===== config.mk =====
export PLATFORM = sky130hd
export DESIGN_NAME = can_msg_request_status_and_prescaler
export DESIGN_NICKNAME = d
export VERILOG_FILES = /design/src/can_msg_pkg.sv /design/src/can_msg_request_status_and_prescaler.sv
export SDC_FILE = /design/constraint.sdc
export NUM_CORES = 1
export LEC_CHECK = 0
export BUFFER_PORTS_ARGS = -buffer_cell sky130_fd_sc_hd__buf_2
export CAP_MARGIN = 20
export CELL_PAD_IN_SITES_DETAIL_PLACEMENT = 2
export CELL_PAD_IN_SITES_GLOBAL_PLACEMENT = 2
export CORE_MARGIN = 2
export CORE_UTILIZATION = 39
export CTS_CLUSTER_SIZE = 12
export DETAILED_ROUTE_END_ITERATION = 12
export PLACE_DENSITY = 0.91
export SKIP_LAST_GASP = 1
export SYNTH_ARGS = -nofsm -noshare
export SYNTH_HDL_FRONTEND = slang
export SYNTH_SLANG_ARGS = --single-unit

===== constraint.sdc =====
create_clock -name core_clk_i -period 5.61 [get_ports core_clk_i]
set_input_delay 0 -clock core_clk_i [delete_from_list [all_inputs] [get_ports core_clk_i]]
set_output_delay 0 -clock core_clk_i [all_outputs]
set_load 0.005 [all_outputs]

===== src/can_msg_pkg.sv =====
// Constants and types for the message request, status and prescaler block
package can_msg_pkg;
  localparam int          OBJ_COUNT        = 16;
  localparam int          OBJ_W            = 4;
  localparam int          DIV_W            = 6;
  localparam int          TS1_W            = 4;
  localparam int          TS2_W            = 3;
  localparam int          TS1_LSB          = 0;
  localparam int          TS2_LSB          = 4;
  localparam int          MODE_INIT_BIT    = 0;
  localparam int          IRQ_EN_RX_BIT    = 0;
  localparam int          CORE_CLK_HZ      = 20000000;
  localparam int          OSC_PER_SYS_STEP = 2;
  localparam logic [4:0]  BIT_SEG_EXTRA    = 5'h02;
  localparam logic [1:0]  IRQ_HOLD_TICKS   = 2'h2;
  localparam logic [5:0]  IDX_BIT_LEN      = 6'h00;
  localparam logic [5:0]  IDX_PRESCALER    = 6'h03;
  localparam logic [5:0]  IDX_RX_READY_LO  = 6'h04;
  localparam logic [5:0]  IDX_RX_READY_HI  = 6'h05;
  localparam logic [5:0]  IDX_RX_MASK_LO   = 6'h06;
  localparam logic [5:0]  IDX_RX_MASK_HI   = 6'h07;
  localparam logic [5:0]  IDX_TX_SET_LO    = 6'h08;
  localparam logic [5:0]  IDX_TX_SET_HI    = 6'h09;
  localparam logic [5:0]  IDX_IRQ_ENABLE   = 6'h0A;
  localparam logic [5:0]  IDX_TX_CANCEL_LO = 6'h18;
  localparam logic [5:0]  IDX_TX_CANCEL_HI = 6'h19;
  localparam logic [5:0]  IDX_REMOTE_LO    = 6'h1A;
  localparam logic [5:0]  IDX_REMOTE_HI    = 6'h1B;
  localparam logic [5:0]  IDX_MODE         = 6'h20;
  localparam logic [5:0]  DIV_RESET        = 6'h00;
  localparam logic [7:0]  BIT_LEN_RESET    = 8'h00;
  localparam logic [7:0]  MODE_RESET       = 8'h01;
  localparam logic [15:0] OBJ_RESET        = 16'h0000;
  typedef enum logic [0:0] {TX_IDLE, TX_SEND} tx_state_type;
endpackage : can_msg_pkg


===== src/can_msg_request_status_and_prescaler.sv =====
// Message request, receive status and baud prescaler block with Avalon-MM slave
`timescale 1ns/1ns
module can_msg_request_status_and_prescaler
  import can_msg_pkg::*;
(
  // Clock and reset
  input  wire logic             core_clk_i,
  input  wire logic             rst_n_i,
  // Avalon-MM slave
  input  wire logic [7:0]       avs_address_i,
  input  wire logic             avs_read_i,
  input  wire logic             avs_write_i,
  input  wire logic [3:0]       avs_byteenable_i,
  input  wire logic [31:0]      avs_writedata_i,
  output logic      [31:0]      avs_readdata_o,
  output logic                  avs_waitrequest_o,
  // Protocol engine events
  input  wire logic             rx_store_i,
  input  wire logic [OBJ_W-1:0] rx_obj_i,
  input  wire logic             remote_rx_i,
  input  wire logic [OBJ_W-1:0] remote_obj_i,
  input  wire logic             tx_done_i,
  // Transmit job, timing and interrupt
  output logic                  tx_start_o,
  output logic      [OBJ_W-1:0] tx_obj_o,
  output logic                  tx_busy_o,
  output logic                  sys_tick_o,
  output logic                  bit_tick_o,
  output logic                  irq_o
);

  logic                 wait_q;
  logic [31:0]          rdata_q;
  logic [DIV_W-1:0]     clock_divider_value_q;
  logic [7:0]           bit_len_q;
  logic [7:0]           mode_q;
  logic                 global_rx_irq_enable_q;
  logic [15:0]          rx_ready_q;
  logic [15:0]          rx_mask_q;
  logic [15:0]          tx_req_q;
  logic [15:0]          remote_q;
  tx_state_type         tx_state_q;
  logic [OBJ_W-1:0]     cur_obj_q;
  logic                 tx_start_q;
  logic [6:0]           sys_cnt_q;
  logic [4:0]           bit_cnt_q;
  logic                 sys_tick_q;
  logic                 bit_tick_q;
  logic                 irq_q;
  logic [1:0]           hold_q;
  logic [5:0]           idx;
  logic [7:0]           wbyte;
  logic                 wr_acc;
  logic                 hi_sel;
  logic                 init_mode_bit;
  logic [15:0]          sw_lane;
  logic [15:0]          rx_set;
  logic [15:0]          rx_clr;
  logic [15:0]          tx_set;
  logic [15:0]          tx_cancel;
  logic [15:0]          tx_done_clr;
  logic [15:0]          rem_set;
  logic [31:0]          rd_val;
  logic                 rx_irq_req;
  logic [6:0]           sys_end;
  logic [4:0]           bit_end;

  function automatic logic [15:0] onehot16(input logic [OBJ_W-1:0] obj);
    onehot16 = 16'h0001 << obj;
  endfunction : onehot16

  function automatic logic [15:0] lane16(input logic [7:0] b, input logic hi);
    lane16 = hi ? {b, 8'h00} : {8'h00, b};
  endfunction : lane16

  function automatic logic [OBJ_W-1:0] highest16(input logic [15:0] v);
    highest16 = '0;
    for (int i = 0; i < OBJ_COUNT; i++) begin
      if (v[i]) begin
        highest16 = OBJ_W'(i);
      end
    end
  endfunction : highest16

  // Bus decode
  assign idx           = avs_address_i[7:2];
  assign wbyte         = avs_writedata_i[7:0];
  assign hi_sel        = idx[0];
  assign wr_acc        = avs_write_i && !wait_q && avs_byteenable_i[0];
  assign init_mode_bit = mode_q[MODE_INIT_BIT];
  assign sw_lane       = lane16(wbyte, hi_sel);

  // Flag update terms
  assign rx_set      = rx_store_i ? onehot16(rx_obj_i) : OBJ_RESET;
  assign rx_clr      = (wr_acc && (idx == IDX_RX_READY_LO || idx == IDX_RX_READY_HI))
                       ? lane16(~wbyte, hi_sel) : OBJ_RESET;
  assign tx_set      = (wr_acc && (idx == IDX_TX_SET_LO || idx == IDX_TX_SET_HI))
                       ? sw_lane : OBJ_RESET;
  assign tx_cancel   = ((wr_acc && (idx == IDX_TX_CANCEL_LO || idx == IDX_TX_CANCEL_HI))
                       ? sw_lane : OBJ_RESET)
                       & ~((tx_state_q == TX_SEND) ? onehot16(cur_obj_q) : OBJ_RESET);
  assign tx_done_clr = (tx_state_q == TX_SEND && tx_done_i) ? onehot16(cur_obj_q) : OBJ_RESET;
  assign rem_set     = remote_rx_i ? onehot16(remote_obj_i) : OBJ_RESET;

  // Read mux
  always_comb begin
    rd_val = 32'h0000_0000;
    case (idx)
      IDX_BIT_LEN:     rd_val[7:0] = bit_len_q;
      IDX_RX_READY_LO: rd_val[7:0] = rx_ready_q[7:0];
      IDX_RX_READY_HI: rd_val[7:0] = rx_ready_q[15:8];
      IDX_RX_MASK_LO:  rd_val[7:0] = rx_mask_q[7:0];
      IDX_RX_MASK_HI:  rd_val[7:0] = rx_mask_q[15:8];
      IDX_TX_SET_LO:   rd_val[7:0] = tx_req_q[7:0];
      IDX_TX_SET_HI:   rd_val[7:0] = tx_req_q[15:8];
      IDX_IRQ_ENABLE:  rd_val[IRQ_EN_RX_BIT] = global_rx_irq_enable_q;
      IDX_REMOTE_LO:   rd_val[7:0] = remote_q[7:0];
      IDX_REMOTE_HI:   rd_val[7:0] = remote_q[15:8];
      IDX_MODE:        rd_val[7:0] = mode_q;
      default:         rd_val = 32'h0000_0000;
    endcase
  end

  // Bus handshake: one wait cycle, then accept
  always_ff @(posedge core_clk_i or negedge rst_n_i) begin
    if (!rst_n_i) begin
      wait_q  <= 1'b1;
      rdata_q <= 32'h0000_0000;
    end else if ((avs_read_i || avs_write_i) && wait_q) begin
      wait_q  <= 1'b0;
      rdata_q <= rd_val;
    end else begin
      wait_q  <= 1'b1;
    end
  end

  // Configuration registers
  always_ff @(posedge core_clk_i or negedge rst_n_i) begin
    if (!rst_n_i) begin
      clock_divider_value_q  <= DIV_RESET;
      bit_len_q              <= BIT_LEN_RESET;
      mode_q                 <= MODE_RESET;
      global_rx_irq_enable_q <= 1'b0;
      rx_mask_q              <= OBJ_RESET;
    end else if (wr_acc) begin
      if (idx == IDX_PRESCALER && init_mode_bit) begin
        clock_divider_value_q <= wbyte[DIV_W-1:0];
      end
      if (idx == IDX_BIT_LEN && init_mode_bit) begin
        bit_len_q <= wbyte;
      end
      if (idx == IDX_MODE) begin
        mode_q <= wbyte;
      end
      if (idx == IDX_IRQ_ENABLE) begin
        global_rx_irq_enable_q <= wbyte[IRQ_EN_RX_BIT];
      end
      if (idx == IDX_RX_MASK_LO) begin
        rx_mask_q[7:0] <= wbyte;
      end
      if (idx == IDX_RX_MASK_HI) begin
        rx_mask_q[15:8] <= wbyte;
      end
    end
  end

  // Object flags, set wins over clear (hardware set for rx_ready_q and remote_q, software set for tx_req_q)
  always_ff @(posedge core_clk_i or negedge rst_n_i) begin
    if (!rst_n_i) begin
      rx_ready_q <= OBJ_RESET;
      tx_req_q   <= OBJ_RESET;
      remote_q   <= OBJ_RESET;
    end else begin
      rx_ready_q <= (rx_ready_q & ~rx_clr) | rx_set;
      tx_req_q   <= (tx_req_q & ~tx_cancel & ~tx_done_clr) | tx_set;
      remote_q   <= (remote_q & ~tx_done_clr) | rem_set;
    end
  end

  // Transmit job sequencer
  always_ff @(posedge core_clk_i or negedge rst_n_i) begin
    if (!rst_n_i) begin
      tx_state_q <= TX_IDLE;
      cur_obj_q  <= '0;
      tx_start_q <= 1'b0;
    end else begin
      tx_start_q <= 1'b0;
      case (tx_state_q)
        TX_IDLE: begin
          if (|tx_req_q) begin
            cur_obj_q  <= highest16(tx_req_q);
            tx_start_q <= 1'b1;
            tx_state_q <= TX_SEND;
          end
        end
        TX_SEND: begin
          if (tx_done_i) begin
            tx_state_q <= TX_IDLE;
          end
        end
        default: tx_state_q <= TX_IDLE;
      endcase
    end
  end

  // System step and bit time dividers
  assign sys_end = {clock_divider_value_q, 1'b1};
  assign bit_end = 5'(bit_len_q[TS1_LSB +: TS1_W]) + 5'(bit_len_q[TS2_LSB +: TS2_W]) + BIT_SEG_EXTRA;

  always_ff @(posedge core_clk_i or negedge rst_n_i) begin
    if (!rst_n_i) begin
      sys_cnt_q  <= 7'h00;
      sys_tick_q <= 1'b0;
    end else if (sys_cnt_q >= sys_end) begin
      sys_cnt_q  <= 7'h00;
      sys_tick_q <= 1'b1;
    end else begin
      sys_cnt_q  <= sys_cnt_q + 7'h01;
      sys_tick_q <= 1'b0;
    end
  end

  always_ff @(posedge core_clk_i or negedge rst_n_i) begin
    if (!rst_n_i) begin
      bit_cnt_q  <= 5'h00;
      bit_tick_q <= 1'b0;
    end else begin
      bit_tick_q <= 1'b0;
      if (sys_tick_q) begin
        if (bit_cnt_q >= bit_end) begin
          bit_cnt_q  <= 5'h00;
          bit_tick_q <= 1'b1;
        end else begin
          bit_cnt_q <= bit_cnt_q + 5'h01;
        end
      end
    end
  end

  // Receive interrupt with minimum hold
  assign rx_irq_req = global_rx_irq_enable_q && |(rx_ready_q & rx_mask_q);

  always_ff @(posedge core_clk_i or negedge rst_n_i) begin
    if (!rst_n_i) begin
      irq_q  <= 1'b0;
      hold_q <= 2'h0;
    end else if (!irq_q) begin
      irq_q  <= rx_irq_req;
      hold_q <= 2'h0;
    end else if (hold_q != IRQ_HOLD_TICKS) begin
      if (bit_tick_q) begin
        hold_q <= hold_q + 2'h1;
      end
    end else if (!rx_irq_req) begin
      irq_q <= 1'b0;
    end
  end

  // Outputs
  assign avs_readdata_o    = rdata_q;
  assign avs_waitrequest_o = wait_q;
  assign tx_start_o        = tx_start_q;
  assign tx_obj_o          = cur_obj_q;
  assign tx_busy_o         = (tx_state_q == TX_SEND);
  assign sys_tick_o        = sys_tick_q;
  assign bit_tick_o        = bit_tick_q;
  assign irq_o             = irq_q;

  // Checks
  chk_prescaler_locked: assert property (@(posedge core_clk_i) disable iff (!rst_n_i)
    (wr_acc && idx == IDX_PRESCALER && !init_mode_bit) |=> $stable(clock_divider_value_q))
    else $error("prescaler changed outside init mode");
  chk_rx_ready_set: assert property (@(posedge core_clk_i) disable iff (!rst_n_i)
    rx_store_i |=> rx_ready_q[$past(rx_obj_i)])
    else $error("receive-ready not set after store");
  chk_rx_ready_clear: assert property (@(posedge core_clk_i) disable iff (!rst_n_i)
    $fell(|rx_ready_q) |-> $past(wr_acc) && !$past(rx_store_i))
    else $error("receive-ready cleared without software write");
  chk_irq_gated: assert property (@(posedge core_clk_i) disable iff (!rst_n_i)
    $rose(irq_o) |-> $past(global_rx_irq_enable_q) && $past(|(rx_ready_q & rx_mask_q)))
    else $error("interrupt raised without enabled request");
  chk_irq_raise: assert property (@(posedge core_clk_i) disable iff (!rst_n_i)
    (!irq_q && rx_irq_req) |=> irq_o)
    else $error("interrupt not raised");
  chk_irq_hold: assert property (@(posedge core_clk_i) disable iff (!rst_n_i)
    $fell(irq_o) |-> $past(hold_q) == IRQ_HOLD_TICKS && !$past(rx_irq_req))
    else $error("interrupt dropped early");
  chk_tx_set: assert property (@(posedge core_clk_i) disable iff (!rst_n_i)
    (tx_set != OBJ_RESET) |=> ((tx_req_q & $past(tx_set)) == $past(tx_set)))
    else $error("transmit request not set");
  chk_tx_order: assert property (@(posedge core_clk_i) disable iff (!rst_n_i)
    $rose(tx_busy_o) |-> tx_start_o && tx_obj_o == highest16($past(tx_req_q)))
    else $error("transmit order not highest first");
  chk_tx_done: assert property (@(posedge core_clk_i) disable iff (!rst_n_i)
    (tx_busy_o && tx_done_i && tx_set == OBJ_RESET) |=> !tx_req_q[$past(cur_obj_q)] && !tx_busy_o)
    else $error("request not cleared after transmission");
  chk_cancel_busy: assert property (@(posedge core_clk_i) disable iff (!rst_n_i)
    (tx_busy_o && !tx_done_i) |=> tx_req_q[$past(cur_obj_q)] || !$past(tx_req_q[cur_obj_q]))
    else $error("active transmission cancelled");
  chk_remote_clear: assert property (@(posedge core_clk_i) disable iff (!rst_n_i)
    (tx_busy_o && tx_done_i && !remote_rx_i) |=> !remote_q[$past(cur_obj_q)])
    else $error("remote pending not cleared");
  chk_bit_ticks: assert property (@(posedge core_clk_i) disable iff (!rst_n_i)
    bit_tick_o |-> $past(sys_tick_q))
    else $error("bit tick not on system step");
  chk_ready_clear_lo: assert property (@(posedge core_clk_i) disable iff (!rst_n_i)
    (wr_acc && idx == IDX_RX_READY_LO && !rx_store_i) |=> rx_ready_q[7:0] == ($past(rx_ready_q[7:0]) & $past(wbyte)))
    else $error("low receive-ready write not applied as clear-on-zero");
  chk_ready_clear_hi: assert property (@(posedge core_clk_i) disable iff (!rst_n_i)
    (wr_acc && idx == IDX_RX_READY_HI && !rx_store_i) |=> rx_ready_q[15:8] == ($past(rx_ready_q[15:8]) & $past(wbyte)))
    else $error("high receive-ready write not applied as clear-on-zero");
  chk_cancel_drops: assert property (@(posedge core_clk_i) disable iff (!rst_n_i)
    (tx_cancel != OBJ_RESET && tx_set == OBJ_RESET) |=> (tx_req_q & $past(tx_cancel)) == OBJ_RESET)
    else $error("cancelled request still pending");
  chk_remote_set: assert property (@(posedge core_clk_i) disable iff (!rst_n_i)
    remote_rx_i |=> remote_q[$past(remote_obj_i)])
    else $error("remote pending not set after remote frame");
  chk_wo_reads_zero: assert property (@(posedge core_clk_i) disable iff (!rst_n_i)
    (avs_read_i && wait_q && (idx == IDX_PRESCALER || idx == IDX_TX_CANCEL_LO || idx == IDX_TX_CANCEL_HI))
    |=> avs_readdata_o == 32'h0000_0000)
    else $error("write-only register returned data");
  chk_irq_enable_off: assert property (@(posedge core_clk_i) disable iff (!rst_n_i)
    (!global_rx_irq_enable_q && !irq_q) |=> !irq_o)
    else $error("interrupt raised while receive interrupts disabled");

endmodule : can_msg_request_status_and_prescaler


### Word-level counts from Yosys, hierarchy flattened

Index checks and enable logic that the tools add are counted.

| operators by class | value |
|---|---|
| magnitude comparators | 2 |
| shift-type cells | 3 |
| reduce and logical (&&, ||, !) cells | 26 |
| $add $sub $neg | 5 |
| multiplexer cells | 42 |
| bitwise operators | 15 |
| equality and inequality tests | 16 |

Operators with widths:

| kind | count |
|---|---|
| $mux 16 | 9 |
| $and 16x16->16 | 6 |
| $pmux 7 s10 | 1 |
| $not 16->16 | 4 |
| $mux 4 | 14 |
| $or 16x16->16 | 3 |
| $shl 1x4->16 const A | 3 |
| $reduce_or 16->1 | 2 |
| $eq 6x3->1 const B | 4 |
| $eq 6x5->1 const B | 4 |
| $eq 6x4->1 const B | 3 |
| $reduce_and 2->1 | 8 |
| $mux 1 | 11 |
| $pmux 1 s11 | 1 |
| $logic_and 1x1->1 | 10 |
| $not 8->8 | 1 |
| $add 7x1->7 const B | 1 |
| $ge 7x7->1 | 1 |
| $mux 7 | 1 |
| $eq 6x2->1 const B | 1 |
| $eq 6x6->1 const B | 1 |
| $logic_not 6->1 | 1 |
| $mux 2 | 3 |
| $add 4x3->5 | 1 |
| 11 further kinds | 15 |

| storage, ports and cells | value |
|---|---|
| register bits | 119 |
| input bits | 59 |
| output and inout bits | 42 |

### Depth between registers and ports, before layout

Gate-level depths: netlist (run 1).

| logic depth | value |
|---|---|
| depth in word-level cells | 15 |
| depth in mapped cells | 12 |
| mapped depth without buffers | 12 |

### Worst setup path before layout (run 1)

No wires, ideal clock.

| timing path | value |
|---|---|
| path type | register to register |
| from | register bit_len_q[1] |
| to | register bit_cnt_q[2] |
| data required time | 5.532 ns |
| path slack | 2.954 ns |
| clock period less this slack | 2.656 ns |
| data arrival time | 2.579 ns |
| stages on the path, launching flop included | 13 |
| cells stage by stage | dfrtp_1 -> inv_1 -> ha_1 -> inv_1 -> ha_1 -> fa_1 -> inv_1 -> ha_1 -> a21o_1 -> a31oi_1 -> o21ai_0 -> or2_2 -> o2bb2ai_1 |

| between the ends | value |
|---|---|
| cells in the longest elaborated chain, start to end | 4 |

Ends and longest elaborated chain:

| item | line | text |
|---|---|---|
| from (decl) | can_msg_request_status_and_prescaler.sv:35 | `logic [7:0] bit_len_q;` |
| from (signal assigned) | can_msg_request_status_and_prescaler.sv:150 | `bit_len_q <= wbyte;` |
| $add 4x3->5 | can_msg_request_status_and_prescaler.sv:208 | `assign bit_end = 5'(bit_len_q[TS1_LSB +: TS1_W]) + 5'(bit_len_q[TS2_LSB +: TS2_W]) + BIT_SEG_EXTRA;` |
| $add 5x2->5 | can_msg_request_status_and_prescaler.sv:208 |  |
| $ge 5x5->1 | can_msg_request_status_and_prescaler.sv:230 | `if (bit_cnt_q >= bit_end) begin` |
| $mux 5 | can_msg_request_status_and_prescaler.sv:230 |  |
| to (signal assigned) | can_msg_request_status_and_prescaler.sv:234 | `bit_cnt_q <= bit_cnt_q + 5'h01;` |
| to (decl) | can_msg_request_status_and_prescaler.sv:46 | `logic [4:0] bit_cnt_q;` |

No other way between the ends.
A chain may end at the register's enable or synchronous reset.

### Final worst setup path (run 1)

| timing path | value |
|---|---|
| from | register bit_len_q[1] |
| to | register bit_cnt_q[0] |

The elaborated chain is that of the path after synthesis.

==> impl_metrics.toml, run 1 <==
[placement]
place_inst = 828
pre_cts_slack_ns = 2.54
portBuffers = 47
dp_hpwl_um = 15400
place_congestion = 0.919

[global_route]
overflow = 0
grt_max_degree = 68
grt.total_usage_pct = 30.4
grt_pass1_vias = 5949
grt_first_pass_wirelength_um = 36900
antenna_found_initial = 0

[floorplanning]
io_pins = 101
die_h_um = 131
initial_core_util_pct = 39.6
dieArea_um2 = 17000
die_x_um = 131
rows = 46
core-area_um2 = 15800

[flow_run]
drv_cap = 0

[drt]
wl_per_cell_um = 27.9
vias_per_cell = 6.26
wl_um = 24700
drt_iter0_drc = 581
drc = 0
dr.pass1.iters = 6
detail-route-antenna-nets = 0
dr_total_vias = 5536

[yosys]
yosysMostFrequentCell = "dfrtp_1"
synth-seq-cells = 119
synth_top_area_share_pct = 46.9
synth_ff_type = "dfrtp_1"
synth_area_leaders = "dfrtp_1, o21ai_0, mux2_2, ha_1, a32o_1"
synth_edf_count = 0
ys_types = 56
yosys_warnings = 0
yosys.area.top_type = "dfrtp_1"
syn_area_um2 = 6240
syn_inst = 587
avgSynthCellArea_um2 = 10.6
ys_seq_area_share_pct = 47.7
ys_async_sr_fraction_pct = 100
synth_common_cells = "dfrtp_1, o21ai_0, nand2_1, nor2_1, buf_4"

[hold_path]
hold_class = "in -> reg"
min_from = "avs_writedata_i[0]"

[cts]
ctsResizeCount = 0
clk_path_buf_depth = 2
htreeDepth = 4
post_cts_buffers = 0
hold_buffers = 24
cts_tree = "built"
clkTransAtPathRegs_ns = 0.06
cts_buffers = 17
cts_root_buf = "clkbuf_16"
clkLatencyLatePin_ns = 0.44
cts_sinks = 119

[timing]
worst_hold_slack_ns = 0.0514
setup_viol = 0
hold_violations = 0
fmax_ghz = 0.330
period_needed_ns = 3.03
tns_ns = 0
min_period_over_period_pct = 54.1
max_slew_margin_pct = 39.4
finalMaxSlewViolations = 0
worstMarginPinSlew_ns = 0.909
skew_ns = 0.0103
rsz0062_at_grt = "no"
timing.final.ws_setup_ns = 2.58

[setup_path]
cp_top_family = "adder cells"
startpoint = "bit_len_q[1]$_DFFE_PN0P_"
reg2reg_from = "bit_len_q[1]$_DFFE_PN0P_"
path_class = "reg -> reg"
critPathMaxFanout = 6
start_kind = "flip-flop"
end_kind = "flip-flop"
path_cells = "inv_1, ha_1, inv_1, ha_1, fa_1, inv_1, ha_1, a21o_1, a31oi_1, o21ai_0, or2_2, mux2i_1"
cpMaxStageDelayCell = "fa_1"
crit_buf_inv = 3
required_ns = 5.96
crit_path_max_incr_delay_ns = 0.54
crit_arrival_ns = 3.39
rrSetupSlack_ns = 2.58

[layout]
fillers = 1643
diodes = 0
area_delta_synth_final_pct = 19.7
fin_cells = 885
drive_gt1_share_pct = 19.4
nets = 736
post-route-util_pct = 47.4

[power_and_ir_drop]
vdd_ir_drop_max_v = 0.000275
power_density_nw_per_um2 = 385
leakagePower_nw = 3.35

[status]
status = "finished, final reports clean"
-- cells in the final DEF, fill, tap and decap left out, types with 4 or more instances in the layout --
cell type      count
a21o_1             9
a21oi_1           15
a222oi_1           7
a22oi_1           14
a31oi_1            6
a32o_1            20
a41oi_1            4
buf_2             46
buf_4              4
bufinv_16          5
clkbuf_16         17
clkinv_2           4
conb_1            24
dfrtp_1          117
dlygate4sd3_1     24
ha_1              20
inv_1             24
mux2_2            23
mux2_4             8
mux4_2             8
nand2_1           53
nand2b_1          13
nand3_1           15
nand3b_1           8
nor2_1            31
nor2b_1            8
nor3_1             5
o211ai_1          12
o21ai_0           60
o2bb2ai_1          4
o311ai_0           4
o31ai_1            4
or4_1              4
xnor2_1            5
-- state kept, by name (all words and copies together) (netlist names), 2 cells and up --
register	flops
mode_q	8
tx_obj_o	4
avs_readdata_o	8
rx_mask_q	16
sys_cnt_q	7
clock_divider_value_q	6
hold_q	2
bit_cnt_q	5
tx_req_q	16
remote_q	16
bit_len_q	8
rx_ready_q	16
-- cell families after synthesis --
logic type | count (synthesis) | share of synthesized area (%)
and+or+nand+nor | 156 | 12.8
other | 1 | 0.0601
AOI/OAI and AO/OA | 170 | 18.8
muxes | 41 | 9.28
adders and majority gates | 21 | 4.33
xor gates and xnor gates | 7 | 0.982
buffers and inverters | 72 | 5.99
DFF | 119 | 47.7
-- area by class of cell --
| type | instances | area [um2] | share of cell area, % |
|---|---|---|---|
| flip-flops and latches | 119 | 2980 | 39.9 |
| multi-input cells | 419 | 2980 | 39.9 |
| repair buffers | 75 | 505 | 6.76 |
| clock buffers | 23 | 478 | 6.39 |
| well taps | 216 | 270 | 3.62 |
| clock inverters | 9 | 170 | 2.28 |
| inverters | 24 | 90.1 | 1.21 |
-- layer usage --
metal	part of all wire [%]	global-route usage, %	vias to the layer above
met5	0	0	-
met1	37	34.7	2854
met2	50	51.4	313
met4	5.0	17.6	0
li1	-	-	2272
met3	7.7	8.10	97
-- through the flow --
step                      power [W]  area, um2
final                       0.00288       7470
after global placement      0.00152       6580
after floorplan             0.00136       6330
after detailed placement    0.00157       6580
after global routing        0.00298       7470
after CTS                   0.00287       7470
-- worst reg2reg max path: cells and delay by family (launching register included) --
family          cells  cell delay (ns)
simple gates        1             0.40
mux                 1             0.16
flops               1             0.36
buf+inv             3             0.17
fa+ha+maj           4             1.32
compound gates      3             0.56
-- power breakdown --
group          internal [W]  switching [W]  total [W]
sequential         0.000987       0.000182    0.00117
combinational      0.000186       0.000293   0.000479
clock              0.000820       0.000413    0.00123
-- worst paths after layout --
kind / endpoint / depth (start not counted)
worst min-delay path: tx_req_q[0]$_DFF_PN0_ / 2
min in group asynchronous: remote_q[13]$_DFF_PN0_ / 2
worst max register to register: bit_cnt_q[0]$_DFFE_PN0P_ / 12
max in group asynchronous: bit_len_q[4]$_DFFE_PN0P_ / 3
worst min register to register: avs_readdata_o[4]$_DFFE_PN0P_ / 1
worst max-delay path: bit_cnt_q[0]$_DFFE_PN0P_ / 12
Note: power is estimated with default switching activity, not from simulation.
==> inputs of run 2 (changes only) <==
Settings changed: CORE_UTILIZATION 39 to 33, PLACE_DENSITY 0.91 to 0.82.
Clock period 5.61 ns to 2.75 ns, I/O delays scaled along.
==> run 2 against run 1 <==
  * The run now ends with negative hold slack left
  * Die area is 18% higher
  * Fmax is 16% higher
  * Worst hold slack worse by 0.054 ns
  * Clock skew hardly changed
  * Clock power is 100% higher
  * Worst setup slack worse by 2.4 ns
  * Sequential power is 100% higher
  * Utilization is 7.0 points lower
  * Cell count is 2.3% higher
  * Via count is 2.0% lower
  * Sequential share of layout area is 0.32 points lower
  * Critical endpoint unchanged
==> impl_metrics.toml, run 2 (synthesized netlist as in run 1, its figures left out) <==
[status]
status = "finished, violations left"
violations = "negative hold slack"

[global_route]
grt_max_degree = 88
overflow = 0
antenna_found_initial = 1
grt.total_usage_pct = 24.6
grt_pass1_vias = 6007
grt_first_pass_wirelength_um = 36600

[timing]
fmax_ghz = 0.383
min_period_over_period_pct = 95.1
worstMarginPinSlew_ns = 0.958
finalMaxSlewViolations = 0
skew_ns = 0.0106
worst_hold_slack_ns = -0.00247
rsz0062_at_grt = "no"
tns_ns = 0
period_needed_ns = 2.61
setup_viol = 0
hold_violations = 1
max_slew_margin_pct = 36.1

[setup_path]
cpMaxStageDelayCell = "fa_1"
critPathMaxFanout = 4
start_kind = "flip-flop"
crit_path_max_incr_delay_ns = 0.51
crit_arrival_ns = 2.95
end_kind = "flip-flop"
path_cells = "inv_2, ha_4, inv_2, ha_4, fa_1, inv_2, ha_4, a21o_1, a31oi_1, o21ai_2, or2_4, mux2i_1"
required_ns = 3.09
path_class = "reg -> reg"

[layout]
drive_gt1_share_pct = 21.6
layout_common_cells = "dfrtp_1, o21ai_0, nand2_1"
area_delta_synth_final_pct = 20.7
nets = 738
mostFrequentLayoutCell = "dfrtp_1"
finish.instance_area_um2 = 7540
diodes = 0

[cts]
cts_tree = "built"
cts_buffers = 17
clk_path_buf_depth = 2
cts_root_buf = "clkbuf_16"
clkTransAtPathRegs_ns = 0.06
clkLatencyLatePin_ns = 0.43
htreeDepth = 4
cts_sinks = 119

[power_and_ir_drop]
leakagePower_nw = 3.36
p_total_w = 0.00576
power_density_nw_per_um2 = 764
vdd_ir_drop_max_v = 0.000481

[drt]
dr.pass1.iters = 5
dr_total_vias = 5427
wl_per_cell_um = 26.2
vias_per_cell = 6.00
drt_iter0_drc = 402
wl_um = 23700
detail-route-antenna-nets = 0
drc = 0

[placement]
place_congestion = 0.895
placed_area_um2 = 6670
portBuffers = 47
dp_hpwl_um = 15600

[floorplanning]
dieArea_um2 = 20000
io_pins = 101
core-area_um2 = 18600
rows = 50
die_h_um = 142
initial_core_util_pct = 33.5
die_x_um = 142

[hold_path]
hold_class = "in -> reg"

[flow_run]
drv_cap = 0
-- run 2: cell types whose count changed in the layout (fill, tap and decap cells not counted), moves of 2 or more --
| cell | before | now |
|---|---|---|
| ha_4 | 0 | 3 |
| buf_4 | 4 | 13 |
| o21ai_0 | 60 | 58 |
| clkbuf_8 | 3 | 1 |
| clkbuf_1 | 3 | 5 |
| dlygate4sd3_1 | 24 | 17 |
| inv_2 | 0 | 4 |
| inv_1 | 24 | 20 |
| ha_1 | 20 | 17 |
-- run 2: worst max-delay path, delay by kind of cell, from the launching register on --
family | cells | cell delay, ns
muxes | 1 | 0.15
DFF | 1 | 0.38
AOI/OAI and AO/OA | 3 | 0.44
adders and majority gates | 4 | 1.13
buffers and inverters | 3 | 0.16
and+or+nand+nor | 1 | 0.27
-- run 2: metrics by stage --
step / hold WS, ns / instances / setup WS, ns / utilization, %
after floorplan: -0.296 / 610 / 0.0936 / -
after global placement: -0.0310 / 853 / 0.0290 / 35.8
after detailed placement: -0.0205 / 853 / -0.190 / 35.8
after CTS: 0.000215 / 903 / 0.0594 / 40.2
after global routing: 0.0262 / 905 / 0.0146 / 40.4
final: -0.00247 / 905 / 0.136 / 40.4
-- run 2: area by class of cell --
cell class              instances  area [um2]
clock buffers                  23         458
clock inverters                 9         173
fillers                      1967       11100
inverters                      24        90.1
multi-input cells             419        3020
flip-flops and latches        119        2980
well taps                     234         293
repair buffers                 77         518
-- run 2: report_power, final --
part           switching [W]  internal, W  total (W)
combinational       0.000555     0.000364   0.000919
sequential          0.000358      0.00201    0.00237
clock               0.000843      0.00163    0.00247
total                0.00176      0.00400    0.00576
-- run 2: layer usage --
metal | part of all wire [%] | wire (um) | GRT usage [%]
met5 | 0 | 0 | 0
met4 | 4.2 | 1000 | 12.3
met3 | 6.6 | 1560 | 5.91
met2 | 51 | 12000 | 42.3
met1 | 39 | 9130 | 28.8
-- run 2: final timing paths --
check | start | cells past startpoint | slack (ns) | end
min | remote_obj_i[1] | 3 | -0.002 | remote_q[7]$_DFF_PN0_
max reg2reg | bit_len_q[5]$_DFFE_PN0P_ | 12 | 0.14 | bit_cnt_q[0]$_DFFE_PN0P_
min in group asynchronous | rst_n_i | 2 | 0.08 | remote_q[9]$_DFF_PN0_
max in group asynchronous | rst_n_i | 3 | 1.80 | mode_q[0]$_DFFE_PN1P_
max | bit_len_q[5]$_DFFE_PN0P_ | 12 | 0.14 | bit_cnt_q[0]$_DFFE_PN0P_
min reg2reg | avs_readdata_o[4]$_DFFE_PN0P_ | 1 | 0.47 | avs_readdata_o[4]$_DFFE_PN0P_
-- run 2: timing repair --
item	4_1_cts	5_1_grt
hold endpoints to repair	58	0
hold buffers	17	0
gates resized for setup	7	5
buffers inserted	1	2
endpoints found under the setup margin	5	3
pin swaps	1	3
cloned	0	0
